$ cat src/i2c_master_pkg.sv
// Behaviour
// RULE1: Generator reloads from low seven reload bits
// RULE2: Generator decrements on second and fourth phase
// RULE3: Reload waits until SCL actually samples high
// RULE4: Buffer write starts generator, stops after acknowledge
// RULE5: Start drives SDA low after one period
// RULE6: Second period ends start, clears request
// RULE7: Line low during start flags bus collision
// RULE8: Buffer write during start sets write collision
// RULE9: Control writes ignored while sequence runs
// RULE10: Repeated start request accepted only when idle
// RULE11: Repeated start walks SCL, SDA through periods
// RULE12: Start seen on lines; interrupt after timeout
// RULE13: Repeated start collision on SDA or SCL
// RULE14: Buffer write during repeated start sets collision
// RULE15: Buffer write sets full, shifts bits out
// RULE16: Eighth falling edge clears full, releases SDA
// RULE17: Ninth falling edge samples acknowledge into status
// RULE18: After ninth clock interrupt, hold SCL low
// RULE19: Write while shifting discarded, collision flag sticky
// RULE20: First byte is address plus direction bit
// RULE21: Software sends address after repeated start interrupt
// RULE22: Software sequences start, bytes, then stop
// RULE23: Stop sequence releases SCL then SDA, interrupts
// RULE24: Lines are only pulled low or released
package i2c_master_pkg;

    // ****************************************************
    // Register map
    // ****************************************************
    localparam int          ADDR_W       = 5;
    localparam logic [4:0]  OFS_BAUD     = 5'h00;
    localparam logic [4:0]  OFS_BUF      = 5'h04;
    localparam logic [4:0]  OFS_CTRL2    = 5'h08;
    localparam logic [4:0]  OFS_STAT     = 5'h0c;
    localparam logic [4:0]  OFS_FLAG     = 5'h10;

    localparam int          C2_START     = 0;
    localparam int          C2_RSTART    = 1;
    localparam int          C2_STOP      = 2;
    localparam int          C2_ACK_STATUS   = 6;
    localparam int          ST_BF        = 0;
    localparam int          ST_START     = 3;
    localparam int          ST_STOP      = 4;
    localparam int          FL_WRITE_COLLISION_FLAG      = 0;
    localparam int          FL_SIF       = 1;
    localparam int          FL_BCL       = 2;

    // ****************************************************
    // Baud generator and shifter
    // ****************************************************
    localparam int          RELOAD_W     = 7;
    localparam logic [1:0]  PH_Q2        = 2'h1;
    localparam logic [1:0]  PH_Q4        = 2'h3;
    localparam logic [3:0]  BIT_LAST     = 4'h7;
    localparam logic [3:0]  BIT_ACK      = 4'h8;

    typedef enum logic [3:0] {
        S_IDLE      = 4'h0,
        S_ST_WAIT   = 4'h1,
        S_ST_HOLD   = 4'h2,
        S_RS_SCLLO  = 4'h3,
        S_RS_SDAREL = 4'h4,
        S_RS_SCLREL = 4'h5,
        S_RS_HIGH   = 4'h6,
        S_RS_SDALO  = 4'h7,
        S_TX_LOW    = 4'h8,
        S_TX_RISE   = 4'h9,
        S_TX_HIGH   = 4'ha,
        S_SP_SDALO  = 4'hb,
        S_SP_RUN    = 4'hc,
        S_SP_SCLREL = 4'hd,
        S_SP_SDAREL = 4'he,
        S_SP_DONE   = 4'hf
    } state_e;

    typedef struct packed {
        logic              read;
        logic              write;
        logic [ADDR_W-1:0] address;
        logic [31:0]       writedata;
        logic [3:0]        byteenable;
    } avs_req_s;

endpackage : i2c_master_pkg

$ cat src/i2c_master_start_tx_brg.sv
// Our own choices: the register addresses and the Avalon-MM interface to the registers.
`timescale 1ns/1ps
module i2c_master_start_tx_brg
    import i2c_master_pkg::*;
(
    input  wire logic        CLK,
    input  wire logic        SRST,
    input  wire avs_req_s    AVS_REQ,
    output logic [31:0]      AVS_READDATA,
    output logic             AVS_WAITREQUEST,
    input  wire logic        SDA_IN,
    output logic             SDA_OUT,
    output logic             SDA_OE,
    input  wire logic        SCL_IN,
    output logic             SCL_OUT,
    output logic             SCL_OE
);

    // ****************************************************
    // State
    // ****************************************************
    typedef struct packed {
        state_e              state;
        logic                wait_req;
        logic [31:0]         rdata;
        logic [2:0]          sda_sync;
        logic [2:0]          scl_sync;
        logic                sda_lvl;
        logic                scl_lvl;
        logic [1:0]          phase;
        logic [RELOAD_W-1:0] brg_cnt;
        logic                brg_run;
        logic [7:0]          baud_reload_reg;
        logic [7:0]          shift_buffer;
        logic [7:0]          shift_register;
        logic [3:0]          bit_no;
        logic                start_request;
        logic                repeated_start_request;
        logic                stop_request;
        logic                ack_status;
        logic                buffer_full;
        logic                start_seen;
        logic                stop_seen;
        logic                write_collision_flag;
        logic                serial_interrupt_flag;
        logic                bus_collision_flag;
        logic                sda_oe;
        logic                scl_oe;
        logic                line_level;
    } core_s;

    core_s       st;
    core_s       next_st;
    logic        tick;
    logic        expire;
    logic        load;
    logic        abort;
    logic        wr_go;
    logic        sda_ok;
    logic        scl_ok;
    logic        busy;
    logic [7:0]  ctrl2_view;
    logic [7:0]  stat_view;
    logic [7:0]  flag_view;

    // ****************************************************
    // Next state
    // ****************************************************
    always_comb begin
        next_st = st;
        tick    = (st.phase == PH_Q2) || (st.phase == PH_Q4); // RULE2
        expire  = st.brg_run && (st.brg_cnt == '0);
        load    = 1'b0;
        abort   = 1'b0;
        busy    = (st.state != S_IDLE) || st.start_request
                  || st.repeated_start_request || st.stop_request;
        wr_go   = AVS_REQ.write && !st.wait_req && AVS_REQ.byteenable[0];
        sda_ok  = st.sda_sync[1] == st.sda_sync[2];
        scl_ok  = st.scl_sync[1] == st.scl_sync[2];
        ctrl2_view = '0;
        ctrl2_view[C2_START]   = st.start_request;
        ctrl2_view[C2_RSTART]  = st.repeated_start_request;
        ctrl2_view[C2_STOP]    = st.stop_request;
        ctrl2_view[C2_ACK_STATUS] = st.ack_status;
        stat_view = '0;
        stat_view[ST_BF]       = st.buffer_full;
        stat_view[ST_START]    = st.start_seen;
        stat_view[ST_STOP]     = st.stop_seen;
        flag_view = '0;
        flag_view[FL_WRITE_COLLISION_FLAG]     = st.write_collision_flag;
        flag_view[FL_SIF]      = st.serial_interrupt_flag;
        flag_view[FL_BCL]      = st.bus_collision_flag;

        // Line sampling, three stages, agreement of last two
        next_st.sda_sync = {st.sda_sync[1:0], SDA_IN};
        next_st.scl_sync = {st.scl_sync[1:0], SCL_IN};
        if (sda_ok) begin
            next_st.sda_lvl = st.sda_sync[2];
        end
        if (scl_ok) begin
            next_st.scl_lvl = st.scl_sync[2];
        end

        // Start and stop detection on the lines
        if (sda_ok && st.scl_lvl && (st.sda_lvl != st.sda_sync[2])) begin
            if (!st.sda_sync[2]) begin
                next_st.start_seen = 1'b1; // RULE12
                next_st.stop_seen  = 1'b0;
            end else begin
                next_st.stop_seen  = 1'b1;
                next_st.start_seen = 1'b0;
            end
        end

        // Baud generator countdown
        next_st.phase = 2'(st.phase + 2'h1);
        if (tick && st.brg_cnt != '0) begin
            next_st.brg_cnt = st.brg_cnt - 7'h01; // RULE2
        end
        if (expire) begin
            next_st.brg_run = 1'b0; // RULE1
        end

        // Bus slave
        next_st.wait_req = 1'b1;
        if ((AVS_REQ.read || AVS_REQ.write) && st.wait_req) begin
            next_st.wait_req = 1'b0;
            next_st.rdata    = '0;
            case (AVS_REQ.address)
                OFS_BAUD:  next_st.rdata[7:0] = st.baud_reload_reg;
                OFS_BUF:   next_st.rdata[7:0] = st.shift_buffer;
                OFS_CTRL2: next_st.rdata[7:0] = ctrl2_view;
                OFS_STAT:  next_st.rdata[7:0] = stat_view;
                OFS_FLAG:  next_st.rdata[7:0] = flag_view;
                default:   next_st.rdata      = '0;
            endcase
        end
        if (wr_go) begin
            case (AVS_REQ.address)
                OFS_BAUD: begin
                    next_st.baud_reload_reg = AVS_REQ.writedata[7:0];
                end
                OFS_BUF: begin
                    if (busy) begin
                        next_st.write_collision_flag = 1'b1; // RULE8 RULE14 RULE19
                    end else begin
                        next_st.shift_buffer   = AVS_REQ.writedata[7:0];
                        next_st.shift_register = AVS_REQ.writedata[7:0];
                        next_st.buffer_full    = 1'b1; // RULE15
                        next_st.bit_no         = '0;
                        next_st.scl_oe         = 1'b1;
                        next_st.state          = S_TX_LOW;
                        load                   = 1'b1; // RULE4
                    end
                end
                OFS_CTRL2: begin
                    if (!busy) begin // RULE9 RULE10
                        next_st.start_request          = AVS_REQ.writedata[C2_START];
                        next_st.repeated_start_request = AVS_REQ.writedata[C2_RSTART];
                        next_st.stop_request           = AVS_REQ.writedata[C2_STOP];
                    end
                end
                OFS_FLAG: begin
                    if (AVS_REQ.writedata[FL_WRITE_COLLISION_FLAG]) begin
                        next_st.write_collision_flag = 1'b0; // RULE19
                    end
                    if (AVS_REQ.writedata[FL_SIF]) begin
                        next_st.serial_interrupt_flag = 1'b0;
                    end
                    if (AVS_REQ.writedata[FL_BCL]) begin
                        next_st.bus_collision_flag = 1'b0;
                    end
                end
                default: begin
                end
            endcase
        end

        // Sequencer
        case (st.state)
            S_IDLE: begin
                if (st.start_request) begin
                    if (st.sda_lvl && st.scl_lvl) begin
                        load          = 1'b1; // RULE5
                        next_st.state = S_ST_WAIT;
                    end else begin
                        abort = 1'b1; // RULE7
                    end
                end else if (st.repeated_start_request) begin
                    next_st.scl_oe = 1'b1; // RULE11
                    next_st.state  = S_RS_SCLLO;
                end else if (st.stop_request) begin
                    next_st.sda_oe = 1'b1; // RULE23
                    next_st.state  = S_SP_SDALO;
                end
            end
            S_ST_WAIT: begin
                if (!st.scl_lvl) begin
                    abort = 1'b1; // RULE7
                end else if (expire) begin
                    if (st.sda_lvl) begin
                        next_st.sda_oe     = 1'b1; // RULE5 RULE24
                        next_st.start_seen = 1'b1;
                        load               = 1'b1; // RULE6
                        next_st.state      = S_ST_HOLD;
                    end else begin
                        abort = 1'b1;
                    end
                end
            end
            S_ST_HOLD: begin
                if (expire) begin
                    next_st.start_request         = 1'b0; // RULE6
                    next_st.serial_interrupt_flag = 1'b1;
                    next_st.state                 = S_IDLE;
                end
            end
            S_RS_SCLLO: begin
                if (!st.scl_lvl) begin
                    next_st.sda_oe = 1'b0; // RULE11
                    load           = 1'b1;
                    next_st.state  = S_RS_SDAREL;
                end
            end
            S_RS_SDAREL: begin
                if (expire) begin
                    if (st.sda_lvl) begin
                        next_st.scl_oe = 1'b0; // RULE11
                        next_st.state  = S_RS_SCLREL;
                    end else begin
                        abort = 1'b1; // RULE13
                    end
                end
            end
            S_RS_SCLREL: begin
                if (st.scl_lvl) begin
                    if (!st.sda_lvl) begin
                        abort = 1'b1; // RULE13
                    end else begin
                        load          = 1'b1; // RULE3
                        next_st.state = S_RS_HIGH;
                    end
                end
            end
            S_RS_HIGH: begin
                if (!st.scl_lvl) begin
                    abort = 1'b1; // RULE13
                end else if (expire) begin
                    next_st.sda_oe = 1'b1; // RULE11
                    load           = 1'b1;
                    next_st.state  = S_RS_SDALO;
                end
            end
            S_RS_SDALO: begin
                if (expire) begin
                    next_st.repeated_start_request = 1'b0; // RULE11
                    next_st.serial_interrupt_flag  = 1'b1; // RULE12
                    next_st.state                  = S_IDLE;
                end
            end
            S_TX_LOW: begin
                if (!st.scl_lvl) begin
                    next_st.sda_oe = (st.bit_no != BIT_ACK) && !st.shift_register[7]; // RULE16
                end
                if (expire) begin
                    next_st.scl_oe = 1'b0; // RULE15
                    next_st.state  = S_TX_RISE;
                end
            end
            S_TX_RISE: begin
                if (st.scl_lvl) begin
                    load          = 1'b1; // RULE3
                    next_st.state = S_TX_HIGH;
                end
            end
            S_TX_HIGH: begin
                if (expire) begin
                    next_st.scl_oe = 1'b1;
                    if (st.bit_no == BIT_ACK) begin
                        next_st.ack_status            = st.sda_lvl; // RULE17
                        next_st.serial_interrupt_flag = 1'b1; // RULE18
                        next_st.state                 = S_IDLE; // RULE4
                    end else begin
                        next_st.bit_no         = 4'(st.bit_no + 4'h1);
                        next_st.shift_register = {st.shift_register[6:0], 1'b0};
                        if (st.bit_no == BIT_LAST) begin
                            next_st.buffer_full = 1'b0; // RULE16
                        end
                        load          = 1'b1;
                        next_st.state = S_TX_LOW;
                    end
                end
            end
            S_SP_SDALO: begin
                if (!st.sda_lvl) begin
                    load          = 1'b1; // RULE23
                    next_st.state = S_SP_RUN;
                end
            end
            S_SP_RUN: begin
                if (expire) begin
                    next_st.scl_oe = 1'b0; // RULE23
                    next_st.state  = S_SP_SCLREL;
                end
            end
            S_SP_SCLREL: begin
                if (st.scl_lvl) begin
                    load          = 1'b1; // RULE3
                    next_st.state = S_SP_SDAREL;
                end
            end
            S_SP_SDAREL: begin
                if (expire) begin
                    next_st.sda_oe = 1'b0; // RULE23
                    load           = 1'b1;
                    next_st.state  = S_SP_DONE;
                end
            end
            S_SP_DONE: begin
                if (expire) begin
                    next_st.stop_seen             = 1'b1;
                    next_st.stop_request          = 1'b0; // RULE23
                    next_st.serial_interrupt_flag = 1'b1;
                    next_st.state                 = S_IDLE;
                end
            end
            default: begin
                next_st.state = S_IDLE;
            end
        endcase

        if (load) begin
            next_st.brg_cnt = st.baud_reload_reg[RELOAD_W-1:0]; // RULE1
            next_st.brg_run = 1'b1;
        end
        if (abort) begin
            next_st.bus_collision_flag     = 1'b1; // RULE7 RULE13
            next_st.start_request          = 1'b0;
            next_st.repeated_start_request = 1'b0;
            next_st.sda_oe                 = 1'b0;
            next_st.scl_oe                 = 1'b0;
            next_st.brg_run                = 1'b0;
            next_st.state                  = S_IDLE;
        end
        next_st.line_level = 1'b0; // RULE24
    end

    // ****************************************************
    // Registers
    // ****************************************************
    always_ff @(posedge CLK) begin
        if (SRST) begin
            st          <= '0;
            st.wait_req <= 1'b1;
            st.sda_lvl  <= 1'b1;
            st.scl_lvl  <= 1'b1;
            st.sda_sync <= 3'h7;
            st.scl_sync <= 3'h7;
        end else begin
            st <= next_st;
        end
    end

    assign AVS_READDATA    = st.rdata;
    assign AVS_WAITREQUEST = st.wait_req;
    assign SDA_OUT         = st.line_level;
    assign SCL_OUT         = st.line_level;
    assign SDA_OE          = st.sda_oe;
    assign SCL_OE          = st.scl_oe;

endmodule : i2c_master_start_tx_brg

$ cat config.mk
export PLATFORM = sky130hd
export DESIGN_NAME = i2c_master_start_tx_brg
export DESIGN_NICKNAME = d
export VERILOG_FILES = /design/src/i2c_master_pkg.sv /design/src/i2c_master_start_tx_brg.sv
export SDC_FILE = /design/constraint.sdc
export NUM_CORES = 1
export LEC_CHECK = 0
export BUFFER_PORTS_ARGS = -buffer_cell sky130_fd_sc_hd__buf_4
export CAP_MARGIN = 20
export CORE_MARGIN = 2
export CORE_UTILIZATION = 23
export DETAILED_ROUTE_END_ITERATION = 12
export GPL_ROUTABILITY_DRIVEN = 0
export SYNTH_ARGS = -nofsm -noshare
export SYNTH_HDL_FRONTEND = slang
export SYNTH_SLANG_ARGS = --single-unit
$ cat constraint.sdc
create_clock -name CLK -period 2.5 [get_ports CLK]
set_clock_uncertainty 0.15 [all_clocks]
set_input_delay 0.375 -clock CLK [delete_from_list [all_inputs] [get_ports CLK]]
set_output_delay 0.375 -clock CLK [all_outputs]
set_load 0.02 [all_outputs]
==> results.txt, run 1 <==
----------------------------------------------------
[Critical path]
  Category of the most critical setup path ... reg -> reg
  Number of cells traversed by the worst register-to-register path ... 8
  Slowest cell delay on critical path ... about 360 ps
  Worst Setup End Kind ... flip-flop
  Critical path destination ... st[6]
  CP cell instances ... inv_1 > ha_1 > nor4b_4 > and3_1 > buf_4 > nand3_1 > nor2_1 > o21a_1
  Endpoint of the worst register-to-register path ... st[6]
  Launch instance of the worst register-to-register path ... st[42]
  Largest fanout on the critical path ... 7
  Register-to-register setup slack ... 180 ps
  Critical Path Slowest Stage Cell ... sky130_fd_sc_hd__nor4b_4
  Launching instance or port of the critical path ... st[42]
  Startpoint Class ... flip-flop
  Required time of the critical path ... 2630 ps
  Critical Path AT ... approximately 2400 ps

[Detailed routing]
  Vias ... 3544
  Number of iterations in the first detailed-routing pass ... 6
  DRC violation count after routing ... 0
  Remaining antenna violation count after routing ... 0
  Wirelength, routed ... approximately 11 mm
  DR vias/cell ... 4.763
  Post-DR wirelength/cell ... 14.27 um
  Number of DRC markers after the initial detailed-route iteration ... 200

[Timing]
  Min Clock Period, post-route ... about 2300 ps
  Setup repair after global routing missed its margin ... false
  Count of final setup violators ... 0
  Final total negative setup slack ... 0 ps
  Final Hold Violating Endpoints ... 0
  Slew of the pin with the lowest slew margin ... ~560 ps
  Part of the cycle the worst path needs ... 0.9261
  Least setup slack across all paths after layout ... 184.6 ps
  Slew margin rel. ... 0.6184
  Top achievable clock speed ... ~0.43 GHz
  Pins over their slew limit ... 0

[Finish]
  Fill cell instance count of the final layout ... 1864
  Proportion of layout cells with a drive suffix above 1 ... 0.2081
  Reg area ... 1421 um^2
  Area taken by multi-input logic gates ... 2312 um^2
  Fin nets ... 568
  Share of the core filled with cells ... 0.2745
  Area growth from synthesis to final layout ... 16.38%
  Final instance area ... 4765 um^2
  Number of antenna cells inserted ... 0

[Die]
  Die X-Extent ... ~140 um
  Die Span Y ... 137.4 um
  IO Count ... between 80 and 90
  Number of placement rows ... 48
  Die area ... 18880 um^2
  Starting Density ... 0.2359
  Core Region ... ~17000 um^2

[Logic synthesis]
  Post-synthesis area per instance ... 8.424 um^2
  Number of enable-type register cells in the synthesized netlist ... 0
  Seq/Total Area, Yosys ... 0.3472
  Top FF cell, synth ... sky130_fd_sc_hd__dfxtp_1
  Number of warnings printed during yosys synthesis ... 0
  Cell variety after synth ... 72
  Cell area after synthesis ... 4094 um^2
  Count of mapped cells out of synthesis ... 486
  Share of synthesized flip-flops with an asynchronous set or reset ... 0
  Synthesized flop and latch total ... 71

[Flow run]
  Count of max-cap constraint violations ... 0

[Clock tree]
  H-tree lvl count ... 3
  Clk pin slew, worst setup/hold paths ... 60 ps
  Sink count of the clock tree ... slightly above 70
  Post-CTS Hold Buffers ... 0
  Clock Path Buffers ... 2
  Source-to-sink clock delay at the later pin of the worst-skew pair ... 330 ps
  Number of CTS-inserted buffers ... 9
  CTS tree ... built
  Root cell of the clock tree ... sky130_fd_sc_hd__clkbuf_16

[GRT]
  Vias in the first global route ... 3385
  Maximum number of pins on one net before global-route repair ... 55
  Number of antenna violations at the first check in global routing ... 0
  Global-route wire length before repair ... 17.40 mm
  Total global routing track utilization ... 0.1173
  Global route overflow ... 0

[Worst hold path]
  Number of stages on the worst hold path ... 2
  Type of the tightest min-delay check ... in -> reg

[Power]
  Final total power ... 3214 uW
  Power density relative to cell area ... 674.7 nW/um^2
  Peak supply drop ... 0.3012 mV
  Leakage ... about 0.0018 uW

[Placed design]
  Buffers added on ports ... 30
  Dpl hpwl ... 7.671 mm
  Placed cell area ... about 4500 um^2
  Worst setup timing slack at the placement stage ... between 100 and 150 ps

[Run status]
  Result of the run ... finished clean

----------------------------------------------------
## worst min-delay path by stage
stage,startpoint,end
floorplan,next_st[54],next_st[55]
global placement,next_st[54],next_st[55]
detailed placement,next_st[54],next_st[55]
CTS,SCL_IN,next_st[54]
global route,SDA_IN,next_st[57]
finish,SCL_IN,next_st[54]
## logic make-up after synthesis
family	after synthesis	share of synthesized area
adder cells (fa/ha/maj)	6	0.01834
flip-flops	71	0.3472
other	1	0.0009160
AND/OR/NAND/NOR	189	0.2518
buffers and inverters	77	0.1125
XOR/XNOR	5	0.01070
AO/OA/AOI/OAI	118	0.2112
multiplexers	19	0.04737
## critical path, delay by kind of cell (launching register included)
| kind | cells | cell delay (ps) |
|---|---|---|
| buf+inv | 2 | 300 |
| compound gates | 1 | 170 |
| fa+ha+maj | 1 | 190 |
| simple gates | 4 | 1130 |
| flops | 1 | 310 |
## per-layer routing
| layer | global-route usage | up-vias | share of wire |
|---|---|---|---|
| met5 | 0 | - | 0 |
| met3 | 0.01435 | 16 | 0.037 |
| met2 | 0.1808 | 85 | 0.46 |
| li1 | - | 1779 | - |
| met4 | 0.05097 | 0 | 0.019 |
| met1 | 0.1639 | 1664 | 0.48 |
## cell type report
cell class                      count  share of cell area
Clock buffer                       12             0.04963
Timing Repair Buffer               61             0.09611
Multi-Input combinational cell    363              0.4853
Sequential cell                    71              0.2983
Tap cell                          225             0.05909
Inverter                            9            0.007090
Clock inverter                      3            0.004464
## power by group
part	leakage (uW)	switching, uW	internal (uW)
Combinational	0.00108	443	381
Sequential	0.000575	56.2	1190
Clock	0.000123	477	667
## cell usage after synthesis (6+ instances only)
cell type	number	share of area
sky130_fd_sc_hd__a211oi_1	10	0.018
sky130_fd_sc_hd__a21oi_1	28	0.034
sky130_fd_sc_hd__dfxtp_1	71	0.35
sky130_fd_sc_hd__mux2i_1	16	0.039
sky130_fd_sc_hd__inv_1	9	0.0083
sky130_fd_sc_hd__nand4_1	10	0.015
sky130_fd_sc_hd__nand2_1	41	0.038
sky130_fd_sc_hd__nand3_1	8	0.0098
sky130_fd_sc_hd__clkbuf_1	16	0.015
sky130_fd_sc_hd__nor2_1	51	0.047
sky130_fd_sc_hd__nor3_1	11	0.013
sky130_fd_sc_hd__buf_4	34	0.062
sky130_fd_sc_hd__a2bb2oi_1	8	0.017
sky130_fd_sc_hd__a31oi_1	9	0.014
sky130_fd_sc_hd__or2_2	10	0.015
sky130_fd_sc_hd__buf_2	10	0.012
sky130_fd_sc_hd__a311oi_1	7	0.015
sky130_fd_sc_hd__o21ai_0	13	0.016
sky130_fd_sc_hd__ha_1	6	0.018
## registers in the layout, summed over array words and instances (netlist names)
name / cells
flag_view: 3
st: 49
SDA_OE: 1
next_st: 4
AVS_READDATA: 8
SCL_OE: 1
ctrl2_view: 4
AVS_WAITREQUEST: 1
## what timing repair did
item                                    in CTS  in global routing
buffers inserted                             0                  1
endpoints found under the setup margin       0                 16
resized for setup                            0                  3
## cells in the final DEF (no fill, tap or decap), types with 6 or more instances in the layout
cell type	n
sky130_fd_sc_hd__inv_1	9
sky130_fd_sc_hd__o21ai_0	13
sky130_fd_sc_hd__dfxtp_1	71
sky130_fd_sc_hd__buf_4	61
sky130_fd_sc_hd__a2bb2oi_1	8
sky130_fd_sc_hd__a31oi_1	9
sky130_fd_sc_hd__nor3_1	11
sky130_fd_sc_hd__nor2_1	51
sky130_fd_sc_hd__clkbuf_16	9
sky130_fd_sc_hd__or2_2	10
sky130_fd_sc_hd__conb_1	26
sky130_fd_sc_hd__ha_1	6
sky130_fd_sc_hd__a211oi_1	10
sky130_fd_sc_hd__nand2_1	41
sky130_fd_sc_hd__a311oi_1	7
sky130_fd_sc_hd__nand4_1	10
sky130_fd_sc_hd__mux2i_1	16
sky130_fd_sc_hd__a21oi_1	28
sky130_fd_sc_hd__nand3_1	7
## metrics by stage
| step | cells | hold slack, ps |
|---|---|---|
| 6_report | 744 | 79.80 |
| 5_1_grt | 744 | 90.48 |
| 2_1_floorplan | 511 | 239.5 |
| 3_5_place_dp | 728 | 247.8 |
| 4_1_cts | 743 | 73.67 |
| 3_3_place_gp | 728 | 243.6 |
Note: power is estimated with default switching activity, not from simulation.
==> run 2: changes to the inputs <==
- CORE_MARGIN: 2 -> 3
- SKIP_CTS_REPAIR_TIMING: default -> 1
==> run 2 against run 1 <==
  * Flip-flop and latch count unchanged
  * Wire length down 0.50%
  * Critical path depth did not move
  * Cell count rose by 0.27%
  * Register-to-register slack hardly changed
  * Largest cell class unchanged
  * Highest routed layer unchanged
==> results.txt, run 2 (synthesized netlist as in run 1, its figures left out) <==
----------------------------------------------------
[Timing]
  Top achievable clock speed ... 0.4299 GHz
  Final total negative setup slack ... 0 ps
  Setup repair after global routing missed its margin ... false
  Slew margin rel. ... 0.6013
  Min Clock Period, post-route ... 2326 ps
  Slew of the pin with the lowest slew margin ... 596.2 ps
  Part of the cycle the worst path needs ... 0.9305
  Post-route worst hold slack ... about 74 ps
  Pins over their slew limit ... 0
  Final Hold Violating Endpoints ... 0
  Count of final setup violators ... 0

[Run status]
  Result of the run ... finished clean

[Finish]
  Share of the core filled with cells ... 0.2783
  Reg area ... 1421 um^2
  Reg with most FFs ... st
  Number of antenna cells inserted ... 0
  Number of flip-flops in the largest register ... 49
  Most frequent cells in the layout ... sky130_fd_sc_hd__dfxtp_1 (71), sky130_fd_sc_hd__buf_4 (62), sky130_fd_sc_hd__nor2_1 (51)
  Area growth from synthesis to final layout ... 18.00%
  Fin nets ... 569
  Commonest non-fill, non-tap cell in the layout ... sky130_fd_sc_hd__dfxtp_1
  Fill cell instance count of the final layout ... 1838
  Proportion of layout cells with a drive suffix above 1 ... 0.2131
  Area taken by multi-input logic gates ... about 2300 um^2

[Die]
  Core Region ... about 17000 um^2
  Number of placement rows ... 48
  Starting Density ... 0.2359
  Die area ... between 15000 and 20000 um^2
  IO Count ... 84
  Die X-Extent ... 139.4 um
  Die Span Y ... about 140 um

[Critical path]
  Largest fanout on the critical path ... 17
  Launch instance of the worst register-to-register path ... st[43]
  Register-to-register setup slack ... 170 ps
  Critical Path AT ... 2440 ps
  Launching instance or port of the critical path ... st[43]
  CP cell instances ... inv_1 > ha_1 > nor4b_4 > buf_4 > and3_1 > a41oi_4 > nand3_1 > mux2i_1
  Critical Path Slowest Stage Cell ... sky130_fd_sc_hd__nor4b_4
  Critical path destination ... st[47]
  Required time of the critical path ... 2610 ps
  Endpoint of the worst register-to-register path ... st[47]
  Slowest cell delay on critical path ... 350 ps
  Worst Setup End Kind ... flip-flop
  Category of the most critical setup path ... reg -> reg
  Startpoint Class ... flip-flop
  Number of cells traversed by the worst register-to-register path ... 8

[Detailed routing]
  Routed met1 length ... 5.099 mm
  Wire length on met3 ... 548 um
  Wirelength, routed ... 10.56 mm
  DR vias/cell ... 4.800
  Number of iterations in the first detailed-routing pass ... 5
  DRC violation count after routing ... 0
  Uppermost metal layer occupied by signal nets ... met4
  Detailed-routed wire length on met2 ... slightly below 5 mm
  Remaining antenna violation count after routing ... 0
  Number of DRC markers after the initial detailed-route iteration ... around 200
  Post-DR wirelength/cell ... about 14 um
  Vias ... approximately 3600

[Flow run]
  Count of max-cap constraint violations ... 0

[Clock tree]
  Clock Path Buffers ... 2
  Root cell of the clock tree ... sky130_fd_sc_hd__clkbuf_16
  Number of CTS-inserted buffers ... 9
  CTS tree ... built
  Source-to-sink clock delay at the later pin of the worst-skew pair ... 330 ps
  H-tree lvl count ... 3
  Clk pin slew, worst setup/hold paths ... 60 ps
  Sink count of the clock tree ... about 70

[GRT]
  Global-route wire length before repair ... 17.42 mm
  Vias in the first global route ... 3389
  Total global routing track utilization ... 0.1069
  Global route overflow ... 0
  Maximum number of pins on one net before global-route repair ... 55
  Number of antenna violations at the first check in global routing ... 0

[Power]
  Leakage ... ~0.0018 uW
  Peak supply drop ... 0.3591 mV
  Power density relative to cell area ... 711.5 nW/um^2

[Placed design]
  Buffers added on ports ... 30
  Dpl hpwl ... 7.584 mm

[Worst hold path]
  Type of the tightest min-delay check ... in -> reg

----------------------------------------------------
-- run 2: cell types whose count changed in the layout (fill, tap and decap cells not counted) --
cell and change:
sky130_fd_sc_hd__nand3_1 +1, sky130_fd_sc_hd__clkinv_4 -1, sky130_fd_sc_hd__inv_6 +2, sky130_fd_sc_hd__clkinvlp_4 +1, sky130_fd_sc_hd__or2_0 +1, sky130_fd_sc_hd__or2_1 -1, sky130_fd_sc_hd__clkbuf_1 -2, sky130_fd_sc_hd__buf_4 +1
sky130_fd_sc_hd__nand3_2 -1, sky130_fd_sc_hd__clkinv_2 -1, sky130_fd_sc_hd__bufinv_16 +2
-- run 2: worst min-delay path by stage --
stage,cells after the start,to,startpoint,slack (ps)
2_1_floorplan,1,next_st[55],next_st[54],240
3_3_place_gp,1,next_st[55],next_st[54],240
3_5_place_dp,1,next_st[55],next_st[54],250
4_1_cts,2,next_st[54],SCL_IN,70
5_1_grt,2,next_st[57],SDA_IN,70
6_report,2,next_st[57],SDA_IN,70
-- run 2: report_power, final --
| group | switching, uW | leakage (uW) | internal [uW] |
|---|---|---|---|
| combinational | 416 | 0.00108 | 387 |
| clock | 507 | 0.000150 | 881 |
| sequential | 55.8 | 0.000575 | 1190 |
| total | 979 | 0.00180 | 2460 |
-- run 2: metal layers --
metal / vias to the layer above / global-route usage
li1: 1771 / -
met1: 1708 / 0.1512
met2: 94 / 0.1690
met3: 8 / 0.01993
met4: 0 / 0.02523
met5: - / 0
-- run 2: cell type report --
class,count,area share
Clock inverter,6,0.01917
Inverter,9,0.006993
Clock buffer,10,0.04740
Sequential cell,71,0.2942
Multi-Input combinational cell,363,0.4776
Timing Repair Buffer,62,0.09635
Tap cell,225,0.05828
-- run 2: worst max-delay path, delay by kind of cell, from the launching register on --
kind | cells | cell delay, ps
buffers and inverters | 2 | 300
DFF | 1 | 320
AOI/OAI and AO/OA | 1 | 290
adders and majority gates | 1 | 180
and+or+nand+nor | 3 | 820
muxes | 1 | 200
-- run 2: metrics by stage --
step                setup slack, ps  instances  cell area, um^2  total power, uW
floorplan                     347.9        511             4188             1860
global placement              125.0        729             4501             2036
detailed placement            97.42        729             4501             2035
CTS                           81.15        745             4822             3429
global route                  3.261        746             4831             3602
finish                        173.7        746             4831             3437
